===== config.mk =====
export PLATFORM = sky130hd
export DESIGN_NAME = self_check_seq
export DESIGN_NICKNAME = d
export VERILOG_FILES = /design/src/hw/selfcheck_pkg.sv /design/src/hw/self_check_seq.sv /design/src/hw/sync_2ff.sv
export SDC_FILE = /design/constraint.sdc
export NUM_CORES = 1
export LEC_CHECK = 0
export BUFFER_PORTS_ARGS = -buffer_cell sky130_fd_sc_hd__buf_2
export CAP_MARGIN = 20
export CORE_MARGIN = 3
export CORE_UTILIZATION = 50
export CTS_CLUSTER_DIAMETER = 80
export DETAILED_ROUTE_END_ITERATION = 8
export GPL_ROUTABILITY_DRIVEN = 0
export PLACE_DENSITY = 0.75
export SETUP_SLACK_MARGIN = 0.3
export SYNTH_ARGS = -nofsm -noshare
export SYNTH_HDL_FRONTEND = slang
export SYNTH_HIERARCHICAL = 1
export SYNTH_SLANG_ARGS = --single-unit

===== constraint.sdc =====
create_clock -name clk -period 3.9 [get_ports clk]
set_input_delay 0.39 -clock clk [delete_from_list [all_inputs] [get_ports clk]]
set_output_delay 0.39 -clock clk [all_outputs]
set_load 0.01 [all_outputs]

===== src/hw/selfcheck_pkg.sv =====
// constants, state encodings and timing for the power-on self-check sequencer
package selfcheck_pkg;

   // clock and timing
   localparam int CLK_KHZ       = 20000;
   localparam int TIMEOUT_US    = 200;
   localparam int TIMEOUT_CYC   = TIMEOUT_US * CLK_KHZ / 1000;
   localparam int FLASH_HALF_MS = 250;
   localparam int FLASH_HALF_CYC_DEF = FLASH_HALF_MS * CLK_KHZ;
   localparam int SYNC_DEPTH    = 2;
   localparam int PORT_SETTLE   = 4;
   localparam int TIMER_GAP     = 4;

   // counter widths
   localparam int CNT_W   = 16;
   localparam int FLASH_W = 23;

   // self-check program region
   localparam logic [15:0] SELF_ROM_FIRST = 16'h3f00;
   localparam logic [15:0] SELF_ROM_LAST  = 16'h3fef;
   localparam logic [15:0] PC_STEP        = 16'h0001;

   // memories under test
   localparam int RAM_BYTES = 352;
   localparam int ROM_BYTES = 15936;
   localparam int RAM_AW    = 9;
   localparam int ROM_AW    = 14;
   localparam logic [ROM_AW-1:0] RAM_LAST = ROM_AW'(RAM_BYTES - 1);
   localparam logic [ROM_AW-1:0] ROM_LAST = ROM_AW'(ROM_BYTES - 1);
   localparam logic [ROM_AW-1:0] ADDR_ONE = 14'h0001;

   // test patterns
   localparam logic [7:0] PORT_PAT0   = 8'h55;
   localparam logic [7:0] PORT_PAT1   = 8'haa;
   localparam logic [7:0] SCI_PATTERN = 8'ha5;

   // led codes, bit 3 is status_led_3, a one lights the led
   localparam logic [3:0] LED_IO     = 4'h6;
   localparam logic [3:0] LED_RAM    = 4'h5;
   localparam logic [3:0] LED_TIMER  = 4'h4;
   localparam logic [3:0] LED_SCI    = 4'h3;
   localparam logic [3:0] LED_ROM    = 4'h2;
   localparam logic [3:0] LED_SPI    = 4'h1;
   localparam logic [3:0] LED_ALL_ON = 4'hf;
   localparam logic [3:0] LED_OFF    = 4'h0;

   typedef enum logic [10:0] {
      ST_IDLE  = 11'h001,
      ST_OFF   = 11'h002,
      ST_PORT  = 11'h004,
      ST_RAMW  = 11'h008,
      ST_RAMR  = 11'h010,
      ST_TIMER = 11'h020,
      ST_SCI   = 11'h040,
      ST_ROM   = 11'h080,
      ST_SPI   = 11'h100,
      ST_PASS  = 11'h200,
      ST_FAIL  = 11'h400
   } state_t;

endpackage


===== src/hw/self_check_seq.sv =====
// power-on self-check sequencer: test sequence, pass/fail led codes
// Contract
// - enter on reset release with both straps
// - runs from self-check region 3f00..3fef
// - functional test of ports A, B, C
// - counting test of every RAM byte
// - timer counter advance and compare flag
// - async serial flags checked in transmission
// - ROM xor of all bytes, odd parity
// - sync serial done and collision flags
// - failure led codes per test
// - flash leds on pass; others mean device failure
//
// Decided for this implementation: the strobed register port and the address map.
`timescale 1ns/1ps
module self_check_seq
   import selfcheck_pkg::*;
#(
   parameter int unsigned FLASH_HALF_CYC = selfcheck_pkg::FLASH_HALF_CYC_DEF
) (
   input  wire logic                            clk,                  // core clock
   input  wire logic                            rst,                  // async reset, high
   input  wire logic                            irqTestLevel,         // irq pin at test level
   input  wire logic                            captureInputPin,      // capture pin level
   input  wire logic [7:0]                      portAIn,              // port A pin levels
   input  wire logic [7:0]                      portBIn,              // port B pin levels
   input  wire logic [7:0]                      portCIn,              // port C pin levels
   output logic      [7:0]                      portAOut,             // port A drive value
   output logic      [7:0]                      portBOut,             // port B drive value
   output logic      [7:0]                      portCOut,             // port C drive value
   output logic                                 portOe,               // ports driven
   output logic      [selfcheck_pkg::RAM_AW-1:0] ramAddr,             // RAM address
   output logic      [7:0]                      ramWdata,             // RAM write data
   output logic                                 ramWe,                // RAM write strobe
   output logic                                 ramRe,                // RAM read strobe
   input  wire logic [7:0]                      ramRdata,             // RAM data, cycle after
   output logic      [selfcheck_pkg::ROM_AW-1:0] romAddr,             // ROM address
   output logic                                 romRe,                // ROM read strobe
   input  wire logic [7:0]                      romRdata,             // ROM data, cycle after
   input  wire logic [15:0]                     timerCount,           // free-running counter
   input  wire logic                            outputCompareFlag,    // timer compare flag
   output logic                                 compareArm,           // arm timer compare
   output logic                                 sciGo,                // start async transmit
   output logic      [7:0]                      sciTxData,            // async transmit byte
   input  wire logic [7:0]                      sciRxData,            // async received byte
   input  wire logic                            receiveFullFlag,      // async receive full
   input  wire logic                            transmitEmptyFlag,    // async tx data empty
   input  wire logic                            transmitCompleteFlag, // async tx complete
   input  wire logic                            framingErrorFlag,     // async framing error
   output logic                                 spiGo,                // start sync transfer
   input  wire logic                            syncTransferDoneFlag, // sync transfer done
   input  wire logic                            writeCollisionFlag,   // sync write collision
   output logic                                 selfCheckActive,      // self-check mode on
   output logic                                 selfCheckDone,        // result shown
   output logic      [15:0]                     checkPc,              // self-check fetch addr
   output logic                                 statusLed3,           // led 3, high is on
   output logic                                 statusLed2,           // led 2, high is on
   output logic                                 statusLed1,           // led 1, high is on
   output logic                                 statusLed0            // led 0, high is on
);

   typedef struct packed {
      state_t              st;
      logic [1:0]          sub;
      logic                pass;
      logic [CNT_W-1:0]    cnt;
      logic [FLASH_W-1:0]  flashCnt;
      logic                flash;
      logic [ROM_AW-1:0]   addr;
      logic [7:0]          acc;
      logic [15:0]         prev;
      logic [2:0]          seen;
      logic [3:0]          led;
      logic                active;
      logic                done;
      logic [15:0]         pc;
      logic [7:0]          portA;
      logic [7:0]          portB;
      logic [7:0]          portC;
      logic                oe;
      logic [RAM_AW-1:0]   ramAddr;
      logic [7:0]          ramWdata;
      logic                ramWe;
      logic                ramRe;
      logic                romRe;
      logic                compareArm;
      logic                sciGo;
      logic                spiGo;
      logic [7:0]          sciTx;
   } ctl_t;

   localparam ctl_t CTL_RESET = '{st: ST_IDLE, default: '0};

   ctl_t        ctl_q;
   ctl_t        ctl_d;
   logic [25:0] pinSync;
   logic        irqS;
   logic        capS;
   logic [7:0]  portAS;
   logic [7:0]  portBS;
   logic [7:0]  portCS;

   // every pin level here is asynchronous to the core clock
   sync_2ff #(
      .W (26)
   ) u_pin_sync (
      .clk (clk),
      .rst (rst),
      .d   ({irqTestLevel, captureInputPin, portAIn, portBIn, portCIn}),
      .q   (pinSync)
   );

   assign irqS   = pinSync[25];
   assign capS   = pinSync[24];
   assign portAS = pinSync[23:16];
   assign portBS = pinSync[15:8];
   assign portCS = pinSync[7:0];

   always_comb
   begin
      logic       fail;
      logic [3:0] code;
      logic [7:0] pat;
      logic [7:0] accNext;
      logic [2:0] seenNext;
      fail     = 1'b0;
      code     = LED_OFF;
      pat      = ctl_q.sub[0] ? PORT_PAT1 : PORT_PAT0;
      accNext  = ctl_q.acc ^ romRdata;
      seenNext = ctl_q.seen;
      ctl_d    = ctl_q;
      // strobes are single-cycle unless a state raises them again
      ctl_d.ramWe      = 1'b0;
      ctl_d.ramRe      = 1'b0;
      ctl_d.romRe      = 1'b0;
      ctl_d.compareArm = 1'b0;
      ctl_d.sciGo      = 1'b0;
      ctl_d.spiGo      = 1'b0;
      if (ctl_q.active && !ctl_q.done)
      begin
         // fetch walks the self-check region and wraps inside it
         ctl_d.pc = (ctl_q.pc == SELF_ROM_LAST) ? SELF_ROM_FIRST : ctl_q.pc + PC_STEP;
      end
      unique case (ctl_q.st)
         ST_IDLE:
         begin
            // straps are read once the synchroniser holds post-release levels
            if (ctl_q.cnt == CNT_W'(SYNC_DEPTH))
            begin
               ctl_d.cnt = '0;
               if (irqS && capS)
               begin
                  ctl_d.st     = ST_PORT;
                  ctl_d.active = 1'b1;
                  ctl_d.pc     = SELF_ROM_FIRST;
                  ctl_d.sub    = '0;
               end
               else
               begin
                  ctl_d.st = ST_OFF;
               end
            end
            else
            begin
               ctl_d.cnt = ctl_q.cnt + 1'b1;
            end
         end
         ST_OFF:
         begin
            ctl_d.led = LED_OFF;
         end
         ST_PORT:
         begin
            // drive a pattern and read it back through the pins
            ctl_d.oe    = 1'b1;
            ctl_d.portA = pat;
            ctl_d.portB = pat;
            ctl_d.portC = pat;
            if (ctl_q.cnt == CNT_W'(PORT_SETTLE))
            begin
               ctl_d.cnt = '0;
               if (portAS != pat || portBS != pat || portCS != pat)
               begin
                  fail = 1'b1;
                  code = LED_IO;
               end
               else if (ctl_q.sub[0])
               begin
                  ctl_d.oe   = 1'b0;
                  ctl_d.st   = ST_RAMW;
                  ctl_d.addr = '0;
                  ctl_d.pass = 1'b0;
               end
               else
               begin
                  ctl_d.sub = 2'b01;
               end
            end
            else
            begin
               ctl_d.cnt = ctl_q.cnt + 1'b1;
            end
         end
         ST_RAMW:
         begin
            // every byte gets the low 8 bits of its address, inverted on the second pass
            ctl_d.ramWe    = 1'b1;
            ctl_d.ramAddr  = ctl_q.addr[RAM_AW-1:0];
            ctl_d.ramWdata = ctl_q.addr[7:0] ^ {8{ctl_q.pass}};
            if (ctl_q.addr == RAM_LAST)
            begin
               ctl_d.addr = '0;
               ctl_d.sub  = '0;
               ctl_d.st   = ST_RAMR;
            end
            else
            begin
               ctl_d.addr = ctl_q.addr + ADDR_ONE;
            end
         end
         ST_RAMR:
         begin
            unique case (ctl_q.sub)
               2'b00:
               begin
                  ctl_d.ramRe   = 1'b1;
                  ctl_d.ramAddr = ctl_q.addr[RAM_AW-1:0];
                  ctl_d.sub     = 2'b01;
               end
               2'b01:
               begin
                  ctl_d.sub = 2'b10;
               end
               default:
               begin
                  ctl_d.sub = 2'b00;
                  if (ramRdata != (ctl_q.addr[7:0] ^ {8{ctl_q.pass}}))
                  begin
                     fail = 1'b1;
                     code = LED_RAM;
                  end
                  else if (ctl_q.addr != RAM_LAST)
                  begin
                     ctl_d.addr = ctl_q.addr + ADDR_ONE;
                  end
                  else if (!ctl_q.pass)
                  begin
                     ctl_d.pass = 1'b1;
                     ctl_d.addr = '0;
                     ctl_d.st   = ST_RAMW;
                  end
                  else
                  begin
                     ctl_d.st = ST_TIMER;
                  end
               end
            endcase
         end
         ST_TIMER:
         begin
            unique case (ctl_q.sub)
               2'b00:
               begin
                  ctl_d.prev       = timerCount;
                  ctl_d.compareArm = 1'b1;
                  ctl_d.cnt        = '0;
                  ctl_d.sub        = 2'b01;
               end
               2'b01:
               begin
                  // the counter must have moved after a short gap
                  if (ctl_q.cnt == CNT_W'(TIMER_GAP))
                  begin
                     ctl_d.cnt = '0;
                     if (timerCount == ctl_q.prev)
                     begin
                        fail = 1'b1;
                        code = LED_TIMER;
                     end
                     else
                     begin
                        ctl_d.sub = 2'b10;
                     end
                  end
                  else
                  begin
                     ctl_d.cnt = ctl_q.cnt + 1'b1;
                  end
               end
               default:
               begin
                  if (outputCompareFlag)
                  begin
                     ctl_d.st  = ST_SCI;
                     ctl_d.sub = '0;
                  end
                  else if (ctl_q.cnt == CNT_W'(TIMEOUT_CYC))
                  begin
                     fail = 1'b1;
                     code = LED_TIMER;
                  end
                  else
                  begin
                     ctl_d.cnt = ctl_q.cnt + 1'b1;
                  end
               end
            endcase
         end
         ST_SCI:
         begin
            if (ctl_q.sub == 2'b00)
            begin
               ctl_d.sciGo = 1'b1;
               ctl_d.sciTx = SCI_PATTERN;
               ctl_d.cnt   = '0;
               ctl_d.seen  = '0;
               ctl_d.sub   = 2'b01;
            end
            else
            begin
               // flags are sticky here so their order of arrival does not matter
               seenNext   = ctl_q.seen | {receiveFullFlag, transmitEmptyFlag,
                                          transmitCompleteFlag};
               ctl_d.seen = seenNext;
               if (framingErrorFlag || (receiveFullFlag && sciRxData != SCI_PATTERN))
               begin
                  fail = 1'b1;
                  code = LED_SCI;
               end
               else if (&seenNext)
               begin
                  ctl_d.st   = ST_ROM;
                  ctl_d.sub  = '0;
                  ctl_d.addr = '0;
                  ctl_d.acc  = '0;
               end
               else if (ctl_q.cnt == CNT_W'(TIMEOUT_CYC))
               begin
                  fail = 1'b1;
                  code = LED_SCI;
               end
               else
               begin
                  ctl_d.cnt = ctl_q.cnt + 1'b1;
               end
            end
         end
         ST_ROM:
         begin
            unique case (ctl_q.sub)
               2'b00:
               begin
                  ctl_d.romRe = 1'b1;
                  ctl_d.sub   = 2'b01;
               end
               2'b01:
               begin
                  ctl_d.sub = 2'b10;
               end
               default:
               begin
                  // all bytes fold into one, which must hold an odd count of ones
                  ctl_d.acc = accNext;
                  ctl_d.sub = 2'b00;
                  if (ctl_q.addr != ROM_LAST)
                  begin
                     ctl_d.addr = ctl_q.addr + ADDR_ONE;
                  end
                  else if (^accNext)
                  begin
                     ctl_d.st  = ST_SPI;
                     ctl_d.cnt = '0;
                  end
                  else
                  begin
                     fail = 1'b1;
                     code = LED_ROM;
                  end
               end
            endcase
         end
         ST_SPI:
         begin
            unique case (ctl_q.sub)
               2'b00:
               begin
                  ctl_d.spiGo = 1'b1;
                  ctl_d.sub   = 2'b01;
               end
               2'b01:
               begin
                  // second write lands mid-transfer on purpose to raise a collision
                  ctl_d.spiGo = 1'b1;
                  ctl_d.cnt   = '0;
                  ctl_d.seen  = '0;
                  ctl_d.sub   = 2'b10;
               end
               default:
               begin
                  seenNext   = ctl_q.seen | {1'b0, syncTransferDoneFlag, writeCollisionFlag};
                  ctl_d.seen = seenNext;
                  if (&seenNext[1:0])
                  begin
                     ctl_d.st   = ST_PASS;
                     ctl_d.done = 1'b1;
                  end
                  else if (ctl_q.cnt == CNT_W'(TIMEOUT_CYC))
                  begin
                     fail = 1'b1;
                     code = LED_SPI;
                  end
                  else
                  begin
                     ctl_d.cnt = ctl_q.cnt + 1'b1;
                  end
               end
            endcase
         end
         ST_PASS:
         begin
            // all leds blink together, a pattern no failure code uses
            if (ctl_q.flashCnt == FLASH_W'(FLASH_HALF_CYC - 1))
            begin
               ctl_d.flashCnt = '0;
               ctl_d.flash    = ~ctl_q.flash;
            end
            else
            begin
               ctl_d.flashCnt = ctl_q.flashCnt + 1'b1;
            end
            ctl_d.led = ctl_d.flash ? LED_ALL_ON : LED_OFF;
         end
         ST_FAIL:
         begin
            ctl_d.led = ctl_q.led;
         end
         default:
         begin
            ctl_d.st = ST_OFF;
         end
      endcase
      // the first failure freezes the sequence with its code
      if (fail)
      begin
         ctl_d.st   = ST_FAIL;
         ctl_d.led  = code;
         ctl_d.done = 1'b1;
         ctl_d.oe   = 1'b0;
      end
   end

   always_ff @(posedge clk or posedge rst)
   begin
      if (rst)
      begin
         ctl_q <= CTL_RESET;
      end
      else
      begin
         ctl_q <= ctl_d;
      end
   end

   assign portAOut        = ctl_q.portA;
   assign portBOut        = ctl_q.portB;
   assign portCOut        = ctl_q.portC;
   assign portOe          = ctl_q.oe;
   assign ramAddr         = ctl_q.ramAddr;
   assign ramWdata        = ctl_q.ramWdata;
   assign ramWe           = ctl_q.ramWe;
   assign ramRe           = ctl_q.ramRe;
   assign romAddr         = ctl_q.addr;
   assign romRe           = ctl_q.romRe;
   assign compareArm      = ctl_q.compareArm;
   assign sciGo           = ctl_q.sciGo;
   assign sciTxData       = ctl_q.sciTx;
   assign spiGo           = ctl_q.spiGo;
   assign selfCheckActive = ctl_q.active;
   assign selfCheckDone   = ctl_q.done;
   assign checkPc         = ctl_q.pc;
   assign statusLed3      = ctl_q.led[3];
   assign statusLed2      = ctl_q.led[2];
   assign statusLed1      = ctl_q.led[1];
   assign statusLed0      = ctl_q.led[0];

endmodule


===== src/hw/sync_2ff.sv =====
// two flip-flop synchroniser for pin inputs
`timescale 1ns/1ps
module sync_2ff #(
   parameter int W = 1
) (
   input  wire logic         clk,   // core clock
   input  wire logic         rst,   // async reset, active high
   input  wire logic [W-1:0] d,     // asynchronous input
   output logic      [W-1:0] q      // synchronised output
);

   typedef struct packed {
      logic [W-1:0] meta;
      logic [W-1:0] stable;
   } sync_t;

   sync_t s_q;
   sync_t s_d;

   always_comb
   begin
      s_d.meta   = d;
      s_d.stable = s_q.meta;
   end

   always_ff @(posedge clk or posedge rst)
   begin
      if (rst)
      begin
         s_q <= '0;
      end
      else
      begin
         s_q <= s_d;
      end
   end

   assign q = s_q.stable;

endmodule


=== Yosys cells after proc, flatten, opt, wreduce, memory -nomap -nowiden ===
Index checks and enable logic that the tools add are counted.

* Register bits after elaboration: 202
* Bits of input ports: 75
* Output and inout port bits: 92
* Logic and storage cells: 287

* Add/sub/neg operators: 4
* Equal/unequal tests: 75
* Multiplexer cells: 137
* Bitwise logic cells: 5
* Reductions and logical operators: 38

{| class="wikitable"
|+ Operators by type and width
! cell !! number
|-
| $mux W16 || 16
|-
| $mux W14 || 11
|-
| $mux W11 || 12
|-
| $pmux W11 S9 || 1
|-
| $pmux W16 S6 || 1
|-
| $mux W22 || 4
|-
| $ne A3 B3 Y1 const B || 24
|-
| $pmux W14 S5 || 1
|-
| $mux W13 || 5
|-
| $pmux W16 S2 || 2
|-
| $mux W1 || 42
|-
| $ne A2 B2 Y1 const B || 19
|-
| $add A16 B1 Y16 const B || 2
|-
| $mux W4 || 8
|-
| $ne A8 B8 Y1 || 4
|-
| $mux W3 || 9
|-
| $pmux W4 S6 || 1
|-
| $reduce_and A12 Y1 || 2
|-
| $add A23 B1 Y23 const B || 1
|-
| $eq A23 B23 Y1 const B || 1
|-
| $mux W23 || 1
|-
| $reduce_and A19 Y1 || 1
|-
| $pmux W9 S2 || 1
|-
| $eq A16 B12 Y1 const B || 1
|-
| other kinds (57) || 89
|}

=== Logic depth before layout (Yosys ltp) ===
Gate-level depths: netlist of the first run.

* Word-level depth: 9
* Gate-level depth with buffers: 12
* Depth with buffers taken out: 10

=== Modules after synthesis ===
The synthesis of the first run kept the hierarchy.

{| class="wikitable"
|+ Modules (own cells, without submodules)
! module !! times used !! cells an instance !! area an instance (um^2) !! seq. area each (um^2)
|-
| self_check_seq || 1 || 1003 || 8913.5 || 3604.7
|-
| sync_2ff || 1 || 53 || 1305.0 || 1301.2
|}

=== Least setup slack after synthesis of the first run ===
Ideal clock, no wire load.

* Kind: register to register
* From: reg ctl_q[155] in the netlist's numbering
* To: reg ctl_q[160] in the netlist's numbering
* Setup time: 0.127 ns
* Arrival: 2.709 ns
* Data required time: 3.773 ns
* Slack: 1.064 ns
* Stages on the path, launching flop included: 8
* Path buffers: 0
* Clock period less this slack: 2.836 ns
* Cell sequence: dfrtp_1 -> or4_4 -> or4_4 -> nor2b_4 -> a2111o_1 -> nor4_2 -> nand2b_1 -> mux2_1

* Cells in the longest elaborated chain, start to end: 3
* Elaborated cells between the ends (all ways): 6
* Those cells by class: 5 x eq/ne; 1 x reduce/logical

{| class="wikitable"
|+ Ends and longest elaborated chain
! element !! RTL line !! source
|-
| start: declaration || self_check_seq.sv:94 || <nowiki>ctl_t ctl_q;</nowiki>
|-
| start signal: assignment || self_check_seq.sv:460 || <nowiki>ctl_q <= ctl_d;</nowiki>
|-
| $eq A16 B3 Y1 or $eq A16 B2 Y1 (tied branches) || self_check_seq.sv:179, self_check_seq.sv:272, self_check_seq.sv:148 ||
|-
| $ne A3 B3 Y1 (no line) or $ne A2 B2 Y1 (tied branches) || -- ||
|-
| $reduce_and A12 Y1 (no line) (*) || -- ||
|}

Mark *: on every way between the ends. The rest lies on a longest branch, timed or not.
A chain may end at the register's enable or synchronous reset.

=== Worst setup path in the final report of the first run ===
* From: reg ctl_q[172] in the netlist's numbering
* To: reg ctl_q, in the netlist romAddr[11]

* Cells in the longest elaborated chain, start to end: 3
* Elaborated cells between the ends (all ways): 19
* Those cells by class: 16 x eq/ne; 1 x mux; 2 x reduce/logical

{| class="wikitable"
|+ Ends and longest elaborated chain
! element !! RTL line !! source
|-
| $eq A11 B5 Y1, or another cell as far along || self_check_seq.sv:144 || <nowiki>unique case (ctl_q.st)</nowiki>
|-
| $ne A3 B3 Y1 (no line), or another cell as far along || -- ||
|-
| $reduce_and A12 Y1 (no line) || -- ||
|}

Several ways; a longest one is shown, not always the timed one.

==> run summary, run 1 <==
Crit. End Element -> register
r2r worst-path depth -> 8
Final TNS setup -> 0 ps
clk sinks -> 196
Slew @ Worst Pin -> 761.5 ps
footprint of the multi-input gates -> 0.004418 mm2
average routed wire per standard cell -> 15.85 um
hold slack -> 59.40 ps
synth top area cells -> dfrtp_1, buf_4, nand2_1
max-cap violations -> 0
Seq/Total Area, Yosys -> 0.4801
area share of the largest cell type after synthesis -> 0.4775
fmax -> 0.3015 GHz
largest net degree at the start of global routing -> 76
total track usage -> 0.2042
min Tclk post-route -> 3316 ps
Worst Hold Depth -> 1
die area -> 0.02219 mm2
syn_area_per_cell -> 9.677 um2
register-to-register setup slack -> 580 ps
switching pwr -> 954.8 uW
main flop type after synthesis -> dfrtp_1
grt ovf -> 0
DRT Pass-1 Iters -> 5
WS Path Type -> reg -> reg
CTS resizes -> 0
pre-CTS setup slack -> 654.0 ps
LEAKAGE -> 5.401 nW
Final Instance Count excl. Fillers -> 1411
Post-synth EDFFs -> 0
outcome -> complete, no violations
switch share -> 0.2351
Die Span X -> 149.0 um
Site Rows -> 51
Yosys cell types -> 82
Max-slew headroom -> 0.4876
Crit Path Max Fanout -> 17
synthesized area -> 0.01022 mm2
Initial Util -> 0.5166
Final Setup Violations -> 0
clock power share -> 0.457
CTS Buffer Depth -> 2
Final Hold Viols -> 0
fill count -> 1707
R2R Path End -> romAddr[11]
fin worst setup slack -> 583.7 ps
WP data required -> 4240 ps
Worst EP arrival -> 3660 ps
vias per cell -> 5.526
Combinational Power Share -> 0.034
port buffer count -> 162
setup bufs post-CTS -> 0
Max Slew Vio Count -> 0
Mapped Cells -> 1056
synthesis-to-layout area growth -> 11.44%
Synth Warn # -> 6
Inserted Diodes -> 0
reg-to-reg critical path startpoint -> ctl_q[172]
sequential power share -> 0.509
share of cells above drive strength 1 -> 0.2269
CTS tree -> built
first-pass GRT wire length -> 36.80 mm
final WL -> 22.37 mm
Placement Cell Area -> 0.01072 mm2
hold bufs inserted after CTS -> 1
clock buffer count from CTS -> 17
Placed Instances -> 1377
Clock Skew -> 13.53 ps
Die Y -> 149.0 um
overall power -> 4.061 mW
leading area contributor after synthesis -> dfrtp_1
count of nets after finishing -> 1214
I/O pin count -> 167
number of H-tree levels -> 4
Cell Pwr Density -> 356.6 mW/mm2
fin crit share -> 0.8503
ys async rst share -> 1.000
antenna-violating nets left -> 0
Remaining DRCs -> 0
post-DP HPWL -> 16.15 mm
vias in the first global route -> 7352
RSZ-0062 raised after global routing -> no
register area -> 0.004906 mm2
clk_lat worst skew -> 430 ps
initial antenna violation count -> 2
final instance area -> 0.01139 mm2
Root Buffer -> clkbuf_16
core area -> 0.01978 mm2
worst setup path end -> romAddr[11]
Synth Register Bits -> 196
Critical Path Start Type -> register
Critical Path Source -> ctl_q[172]
DR iter-0 viols -> 463
Peak VDD IR -> 332.1 uV
internal power -> 3.106 mW
Layout Utilization -> 0.5756
DR vias -> 7797
Hold WC Path Type -> in -> reg
Worst-path clk slew -> 80 ps
power groups by stage:
stage | sequential (mW) | clock (mW) | combinational, mW
floorplan | 2.10 | 0 | 0.0722
global placement | 2.11 | 0 | 0.136
detailed placement | 2.11 | 0 | 0.138
CTS | 2.07 | 1.90 | 0.139
global route | 2.07 | 1.98 | 0.156
finish | 2.07 | 1.86 | 0.138
worst min path at each step:
| stage | start | slack [ps] | to |
|---|---|---|---|
| 2_1_floorplan | u_pin_sync/s_d[0] | 330 | u_pin_sync/q[0] |
| 3_3_place_gp | u_pin_sync/s_d[25] | 330 | u_pin_sync/q[25] |
| 3_5_place_dp | u_pin_sync/s_d[11] | 330 | u_pin_sync/q[11] |
| 4_1_cts | portBIn[2] | 40 | u_pin_sync/s_d[10] |
| 5_1_grt | portBIn[3] | 30 | u_pin_sync/s_d[11] |
| 6_report | portBIn[2] | 60 | u_pin_sync/s_d[10] |
per-layer routing:
metal / GRT usage / part of all wire
met1: 0.2858 / 0.44
met2: 0.3186 / 0.46
met3: 0.05044 / 0.081
met4: 0.05812 / 0.016
met5: 0 / 0.00063
final cells by class:
type                       instances  area share
inverter                          26    0.008900
tap                              265     0.02912
timing repair buffer             181     0.08724
sequential                       196      0.4308
clock inverter                    15     0.01857
clock buffer                      17     0.03736
multi-input combinational        711      0.3880
layout by cell type (no fill, tap or decap), drive strengths merged, types with 27 or more instances in the layout:
cell type / n
dfrtp: 195
buf: 180
nand2: 129
nor2: 85
o21ai: 71
nand3: 50
xnor2: 45
xor2: 37
inv: 31
a21oi: 30
and3: 27
critical path, stage by stage (launching register included):
cell,delay (ps)
dfrtp_1,480
nor4_1,720
nand3_1,370
nand2_1,200
nor3_1,70
or4_4,450
nand2b_4,240
or2_0,410
o31ai_1,280
cell families after synthesis:
family          after synthesis  share of synthesized area
flops                       196                     0.4801
buf+inv                     152                    0.08865
simple gates                439                     0.2320
fa+ha+maj                     6                   0.007346
xor+xnor                     82                    0.07028
other cells                   1                  0.0003670
mux                          22                    0.02339
compound gates              158                    0.09783
cells in the mapped netlist, types with 9 or more instances:
cell type / count
nand2_1: 129
nor4_1: 14
or3_1: 12
nand4_1: 23
buf_4: 79
a21oi_1: 30
nor2_1: 85
nand3_1: 48
o21ai_0: 69
clkbuf_1: 34
a221o_1: 9
mux2_2: 14
and3_1: 25
nor3_1: 16
inv_1: 25
dfrtp_1: 195
xor2_1: 37
nand2b_1: 10
xnor2_1: 45
nor4bb_1: 9
registers in the layout, summed over array words and instances, names as in the netlist, 2 cells and up:
name	flops
portCOut	2
checkPc	16
u_pin_sync/q	26
ctl_q	81
ramWdata	8
ramAddr	9
u_pin_sync/s_d	26
romAddr	14
(Power assumes the default switching activity.)
==> run 2, diff against run 1 <==
- CORE_UTILIZATION: 50 -> 35
- PLACE_DENSITY: 0.75 -> not set
==> run summary, run 2 (synthesis results as in run 1) <==
setup bufs post-CTS -> 0 (unchanged)
largest net degree at the start of global routing -> 145 (was 76)
number of H-tree levels -> 4 (unchanged)
port buffer count -> 162 (unchanged)
RSZ-0062 raised after global routing -> no (unchanged)
Crit Path Max Fanout -> 17 (unchanged)
die area -> 0.03128 mm2 (was 0.02219 mm2)
CP max-delay cell -> nor4_1 (unchanged)
DRT Pass-1 Iters -> 5 (unchanged)
register area -> 0.004906 mm2 (unchanged)
Crit. End Element -> register (unchanged)
commonest non-fill, non-tap cells in the layout -> dfrtp_1, buf_2, nand2_1, nor2_1, o21ai_0 (unchanged)
Hold WC Path Type -> in -> reg (unchanged)
Remaining DRCs -> 0 (unchanged)
Worst-path clk slew -> 80 ps (about the same)
Initial Util -> 0.3619 (was 0.5166)
Clock Skew -> 11.26 ps (was 13.53 ps)
fill count -> 2844 (was 1707)
max reg flops -> 81 (unchanged)
DR vias -> 7674 (was 7797)
final instance area -> 0.01149 mm2 (was 0.01139 mm2)
fin worst setup slack -> 583.8 ps (was 583.7 ps)
Max-slew headroom -> 0.4164 (was 0.4876)
crit path cell chain -> nor4_1, nand3_1, nand2_1, nor3_1, or4_4, nand2b_4, or2_0, o31ai_1 (unchanged)
initial antenna violation count -> 4 (was 2)
Max Slew Vio Count -> 0 (unchanged)
DR iter-0 viols -> 503 (was 463)
Final Instance Count excl. Fillers -> 1530 (was 1411)
Die Y -> 176.9 um (was 149.0 um)
Final Hold Viols -> 0 (unchanged)
Site Rows -> 61 (was 51)
share of cells above drive strength 1 -> 0.2291 (was 0.2269)
Layout Utilization -> 0.4067 (was 0.5756)
I/O pin count -> 167 (unchanged)
r2r worst-path depth -> 8 (unchanged)
Slew @ Worst Pin -> 875.3 ps (was 761.5 ps)
Cell Pwr Density -> 342.4 mW/mm2 (was 356.6 mW/mm2)
Placed Instances -> 1492 (was 1377)
Root Buffer -> clkbuf_16 (unchanged)
grt ovf -> 0 (unchanged)
Reg with most FFs -> ctl_q (unchanged)
count of nets after finishing -> 1216 (was 1214)
clock buffer count from CTS -> 17 (unchanged)
CTS tree -> built (unchanged)
CP max stage delay -> 680 ps (was 720 ps)
average routed wire per standard cell -> 15.50 um (was 15.85 um)
reg-to-reg critical path startpoint -> ctl_q[172] (unchanged)
min Tclk post-route -> 3316 ps (about the same)
overall power -> 3.933 mW (was 4.061 mW)
Min-Delay Startpoint -> portAIn[0] (was portBIn[2])
total track usage -> 0.1531 (was 0.2042)
LEAKAGE -> 5.372 nW (was 5.401 nW)
Hold Crit Endpoint -> u_pin_sync/s_d[16] (was u_pin_sync/s_d[10])
Critical Path Start Type -> register (unchanged)
hold slack -> 62.18 ps (was 59.40 ps)
max-cap violations -> 0 (unchanged)
commonest non-fill, non-tap cell in the layout -> dfrtp_1 (unchanged)
post-DP HPWL -> 17.02 mm (was 16.15 mm)
R2R Path End -> romAddr[11] (unchanged)
footprint of the multi-input gates -> 0.004419 mm2 (was 0.004418 mm2)
first-pass GRT wire length -> 38.77 mm (was 36.80 mm)
outcome -> complete, no violations (unchanged)
Peak VDD IR -> 289.5 uV (was 332.1 uV)
register-to-register setup slack -> 580 ps (about the same)
Worst EP arrival -> 3650 ps (was 3660 ps)
WP data required -> 4240 ps (about the same)
CTS Buffer Depth -> 2 (unchanged)
Final TNS setup -> 0 ps (unchanged)
final WL -> 23.71 mm (was 22.37 mm)
antenna-violating nets left -> 0 (unchanged)
Die Span X -> 176.9 um (was 149.0 um)
WS Path Type -> reg -> reg (unchanged)
vias in the first global route -> 7495 (was 7352)
core area -> 0.02824 mm2 (was 0.01978 mm2)
synthesis-to-layout area growth -> 12.40% (was 11.44%)
clk_lat worst skew -> 430 ps (about the same)
pre-CTS setup slack -> 560.8 ps (was 654.0 ps)
Final Setup Violations -> 0 (unchanged)
Placement Cell Area -> 0.01086 mm2 (was 0.01072 mm2)
fin crit share -> 0.8503 (about the same)
Worst Hold Depth -> 1 (unchanged)
clk sinks -> 196 (unchanged)
vias per cell -> 5.016 (was 5.526)
fmax -> 0.3016 GHz (was 0.3015 GHz)
==> run 2: layer usage <==
layer  up-vias  global-route usage  wire length [um]
met3        21             0.03904              1576
met2       224              0.2381             10680
met5         -                   0                18
met1      3660              0.2153             11150
li1       3765                   -                 -
met4         4             0.03666               286
==> run 2: how the worst max path moves through the flow <==
stage,startpoint,to,slack [ps]
global placement,ctl_q[163],ctl_q[149],660
finish,ctl_q[172],romAddr[11],580
CTS,ctl_q[163],ctl_q[149],520
detailed placement,ctl_q[163],ctl_q[149],560
global route,ctl_q[172],romAddr[11],360
floorplan,ctl_q[155],ctl_q[160],1060
==> run 2: area by class of cell <==
cell class / instances / share of cell area
sequential: 196 / 0.4271
multi-input combinational: 711 / 0.3848
timing repair buffer: 183 / 0.08671
tap: 378 / 0.04118
clock buffer: 18 / 0.03824
clock inverter: 14 / 0.01231
inverter: 26 / 0.008824
antenna: 4 / 0.0008715
==> run 2: worst max-delay path, delay by kind of cell (launching register included) <==
kind	cells	cell delay [ps]
simple gates	7	2450
flops	1	480
compound gates	1	290
==> run 2: power by group <==
part	leakage, nW	internal, mW	switching (mW)
registers	2.48	2.06	0.00988
clock network	0.274	0.869	0.860
logic	2.62	0.0559	0.0805
==> run 2: what timing repair did <==
| action | CTS | global route |
|---|---|---|
| hold buffers | 0 | 1 |
| resized for setup | 0 | 1 |
| hold endpoints to repair | 0 | 4 |
| endpoints found under the setup margin | 0 | 1 |
==> run 3, diff against run 2 <==
- ABC_AREA: not set -> 1
- CORE_MARGIN: 3 -> 2
- SKIP_LAST_GASP: not set -> 1
==> run summary, run 3 <==
outcome -> complete, no violations (unchanged)
switching pwr -> 1.021 mW (was 950.6 uW)
antenna-violating nets left -> 0 (unchanged)
Placed Instances -> 2129 (was 1492)
CTS resizes -> 0 (unchanged)
largest net degree at the start of global routing -> 126 (was 145)
min Tclk post-route -> 3104 ps (was 3316 ps)
Post-synth EDFFs -> 0 (unchanged)
average routed wire per standard cell -> 14.14 um (was 15.50 um)
DRT Pass-1 Iters -> 7 (was 5)
CP dominant cell by count -> nand2_1
leading area contributor after synthesis -> dfrtp_1 (unchanged)
crit path cell chain -> inv_1, nand2_1, nand2_1, nand2_1, nand2_1, nand2_1, nor2_1, nand2_1, nand2_1, nand4_1, nor2_1, nand2_1, nand2_1, nand2_1 (was nor4_1, nand3_1, nand2_1, nor3_1, or4_4, nand2b_4, or2_0, o31ai_1)
CP max stage delay -> 530 ps (was 680 ps)
Reg with most FFs -> ctl_q (unchanged)
first-pass GRT wire length -> 50.09 mm (was 38.77 mm)
Seq/Total Area, Yosys -> 0.4185 (was 0.4801)
port buffer count -> 162 (unchanged)
Slew @ Worst Pin -> 1026 ps (was 875.3 ps)
count of nets after finishing -> 1784 (was 1216)
CTS Buffer Depth -> 2 (unchanged)
Final TNS setup -> 0 ps (unchanged)
vias per cell -> 4.891 (was 5.016)
Worst EP arrival -> 3440 ps (was 3650 ps)
clk_lat worst skew -> 450 ps (was 430 ps)
grt ovf -> 0 (unchanged)
Max-slew headroom -> 0.3154 (was 0.4164)
Final Setup Violations -> 0 (unchanged)
clock buffer count from CTS -> 17 (unchanged)
WS Path Type -> reg -> reg (unchanged)
total track usage -> 0.1769 (was 0.1531)
core area -> 0.03328 mm2 (was 0.02824 mm2)
die area -> 0.03497 mm2 (was 0.03128 mm2)
commonest non-fill, non-tap cell in the layout -> nand2_1 (was dfrtp_1)
Initial Util -> 0.3522 (was 0.3619)
RSZ-0062 raised after global routing -> no (unchanged)
Combinational Power Share -> 0.038 (was 0.035)
synthesis-to-layout area growth -> 11.38% (was 12.40%)
commonest non-fill, non-tap cells in the layout -> nand2_1, dfrtp_1, inv_1, buf_2, nor2_1 (was dfrtp_1, buf_2, nand2_1, nor2_1, o21ai_0)
CP max-delay cell -> dfrtp_1 (was nor4_1)
syn_area_per_cell -> 7.227 um2 (was 9.677 um2)
Root Buffer -> clkbuf_16 (unchanged)
register-to-register setup slack -> 800 ps (was 580 ps)
CTS tree -> built (unchanged)
Clock Skew -> 10.37 ps (was 11.26 ps)
initial antenna violation count -> 4 (unchanged)
Max Slew Vio Count -> 0 (unchanged)
Peak VDD IR -> 305.2 uV (was 289.5 uV)
Crit. End Element -> register (unchanged)
switch share -> 0.2516 (was 0.2417)
max-cap violations -> 0 (unchanged)
final WL -> 30.61 mm (was 23.71 mm)
Worst-path clk slew -> 80 ps (about the same)
Final Hold Viols -> 0 (unchanged)
number of H-tree levels -> 4 (unchanged)
Site Rows -> 67 (was 61)
Yosys cell types -> 51 (was 82)
clock power share -> 0.452 (was 0.440)
max reg flops -> 81 (unchanged)
Hold WC Path Type -> in -> reg (unchanged)
share of cells above drive strength 1 -> 0.1439 (was 0.2291)
I/O pin count -> 167 (unchanged)
post-DP HPWL -> 23.18 mm (was 17.02 mm)
DR iter-0 viols -> 679 (was 503)
Critical Path Start Type -> register (unchanged)
Cell Pwr Density -> 310.9 mW/mm2 (was 342.4 mW/mm2)
synthesized area -> 0.01172 mm2 (was 0.01022 mm2)
sequential power share -> 0.509 (was 0.526)
fmax -> 0.3222 GHz (was 0.3016 GHz)
most numerous cell in the Yosys netlist -> nand2_1 (was dfrtp_1)
Die Span X -> 187.0 um (was 176.9 um)
DR vias -> 10588 (was 7674)
fin crit share -> 0.7959 (was 0.8503)
Crit Path Max Fanout -> 13 (was 17)
WP data required -> 4240 ps (about the same)
Final Instance Count excl. Fillers -> 2165 (was 1530)
Mapped Cells -> 1622 (was 1056)
area share of the largest cell type after synthesis -> 0.4163 (was 0.4775)
Die Y -> 187.0 um (was 176.9 um)
internal power -> 3.038 mW (was 2.982 mW)
vias in the first global route -> 10002 (was 7495)
Synth Register Bits -> 196 (unchanged)
clk sinks -> 196 (unchanged)
LEAKAGE -> 6.842 nW (was 5.372 nW)
Synth top cells by count -> nand2_1, dfrtp_1, inv_1 (was dfrtp_1, nand2_1, nor2_1)
Synth Warn # -> 6 (unchanged)
synth top area cells -> dfrtp_1, nand2_1, inv_1 (was dfrtp_1, buf_4, nand2_1)
main flop type after synthesis -> dfrtp_1 (unchanged)
ys async rst share -> 1.000 (unchanged)
Remaining DRCs -> 0 (unchanged)
overall power -> 4.059 mW (was 3.933 mW)
## run 3: changes by cell type after synthesis, sizes merged, moves of 22 or more
| cell | change |
|---|---|
| and3 | -26 |
| clkbuf | -22 |
| inv | +169 |
| nand2 | +368 |
| nand3 | +90 |
| nor2 | +87 |
| nor3 | +22 |
| xnor2 | -40 |
## run 3: power groups by stage
stage	combinational, mW	sequential [mW]	clock (mW)
global route	0.182	2.07	1.98
CTS	0.157	2.07	1.89
detailed placement	0.157	2.11	0
global placement	0.153	2.11	0
finish	0.155	2.07	1.84
floorplan	0.0840	2.11	0
## run 3: cells by family (layout without fill, tap and decap cells)
| group | after synthesis | after routing | share of synthesized area |
|---|---|---|---|
| xor+xnor | 44 | 44 | 0.03287 |
| mux | 1 | 1 | 0.0009605 |
| fa+ha+maj | 6 | 6 | 0.006404 |
| compound gates | 129 | 129 | 0.06383 |
| other cells | 1 | 5 | 0.0003199 |
| simple gates | 936 | 936 | 0.3498 |
| flops | 196 | 196 | 0.4185 |
| buf+inv | 309 | 400 | 0.1273 |
## run 3: per-layer routing
metal	GRT usage	part of all wire
met1	0.2368	0.46
met2	0.2828	0.45
met3	0.04184	0.075
met4	0.05617	0.018
met5	0	0.0012
## run 3: cell type report
| class | count | area [um2] |
|---|---|---|
| clock inverters | 15 | 183.9 |
| flip-flops and latches | 196 | 4906 |
| repair buffers | 169 | 890.9 |
| diodes | 1 | 2.502 |
| well taps | 448 | 560.5 |
| multi-input cells | 1120 | 5335 |
| inverters | 199 | 752.0 |
| fillers | 3491 | 20220 |
| clock buffers | 17 | 425.4 |
## run 3: critical path: cells and delay by family, from the launching register on
kind,cells,cell delay [ps]
AND/OR/NAND/NOR,13,2080
flip-flops,1,530
buffers and inverters,1,380
## run 3: final timing paths
path / start / to / cells after the start
min reg2reg: u_pin_sync/s_d[17] / u_pin_sync/q[17] / 0
min: portCIn[4] / u_pin_sync/s_d[4] / 1
max: ctl_q[159] / romAddr[1] / 14
max in group asynchronous: rst / romAddr[9] / 4
max reg2reg: ctl_q[159] / romAddr[1] / 14
min in group asynchronous: rst / u_pin_sync/s_d[7] / 3
## run 3: through the flow
step / cell area (um2) / setup slack [ps] / hold WS, ps / utilization
after floorplan: 11740 / 1706 / 331.2 / -
after global placement: 12410 / 1106 / 333.0 / 0.3728
after detailed placement: 12410 / 922.8 / 334.7 / 0.3728
after CTS: 13020 / 894.6 / 5.927 / 0.3911
after global routing: 13050 / 549.9 / 22.84 / 0.3922
final: 13060 / 796.0 / 43.00 / 0.3923
## run 3: timing repair
| action | CTS | global route |
|---|---|---|
| hold buffers | 0 | 1 |
| setup endpoints to repair | 0 | 0 |
| hold endpoints to repair | 0 | 9 |
| buffers inserted | 0 | 0 |
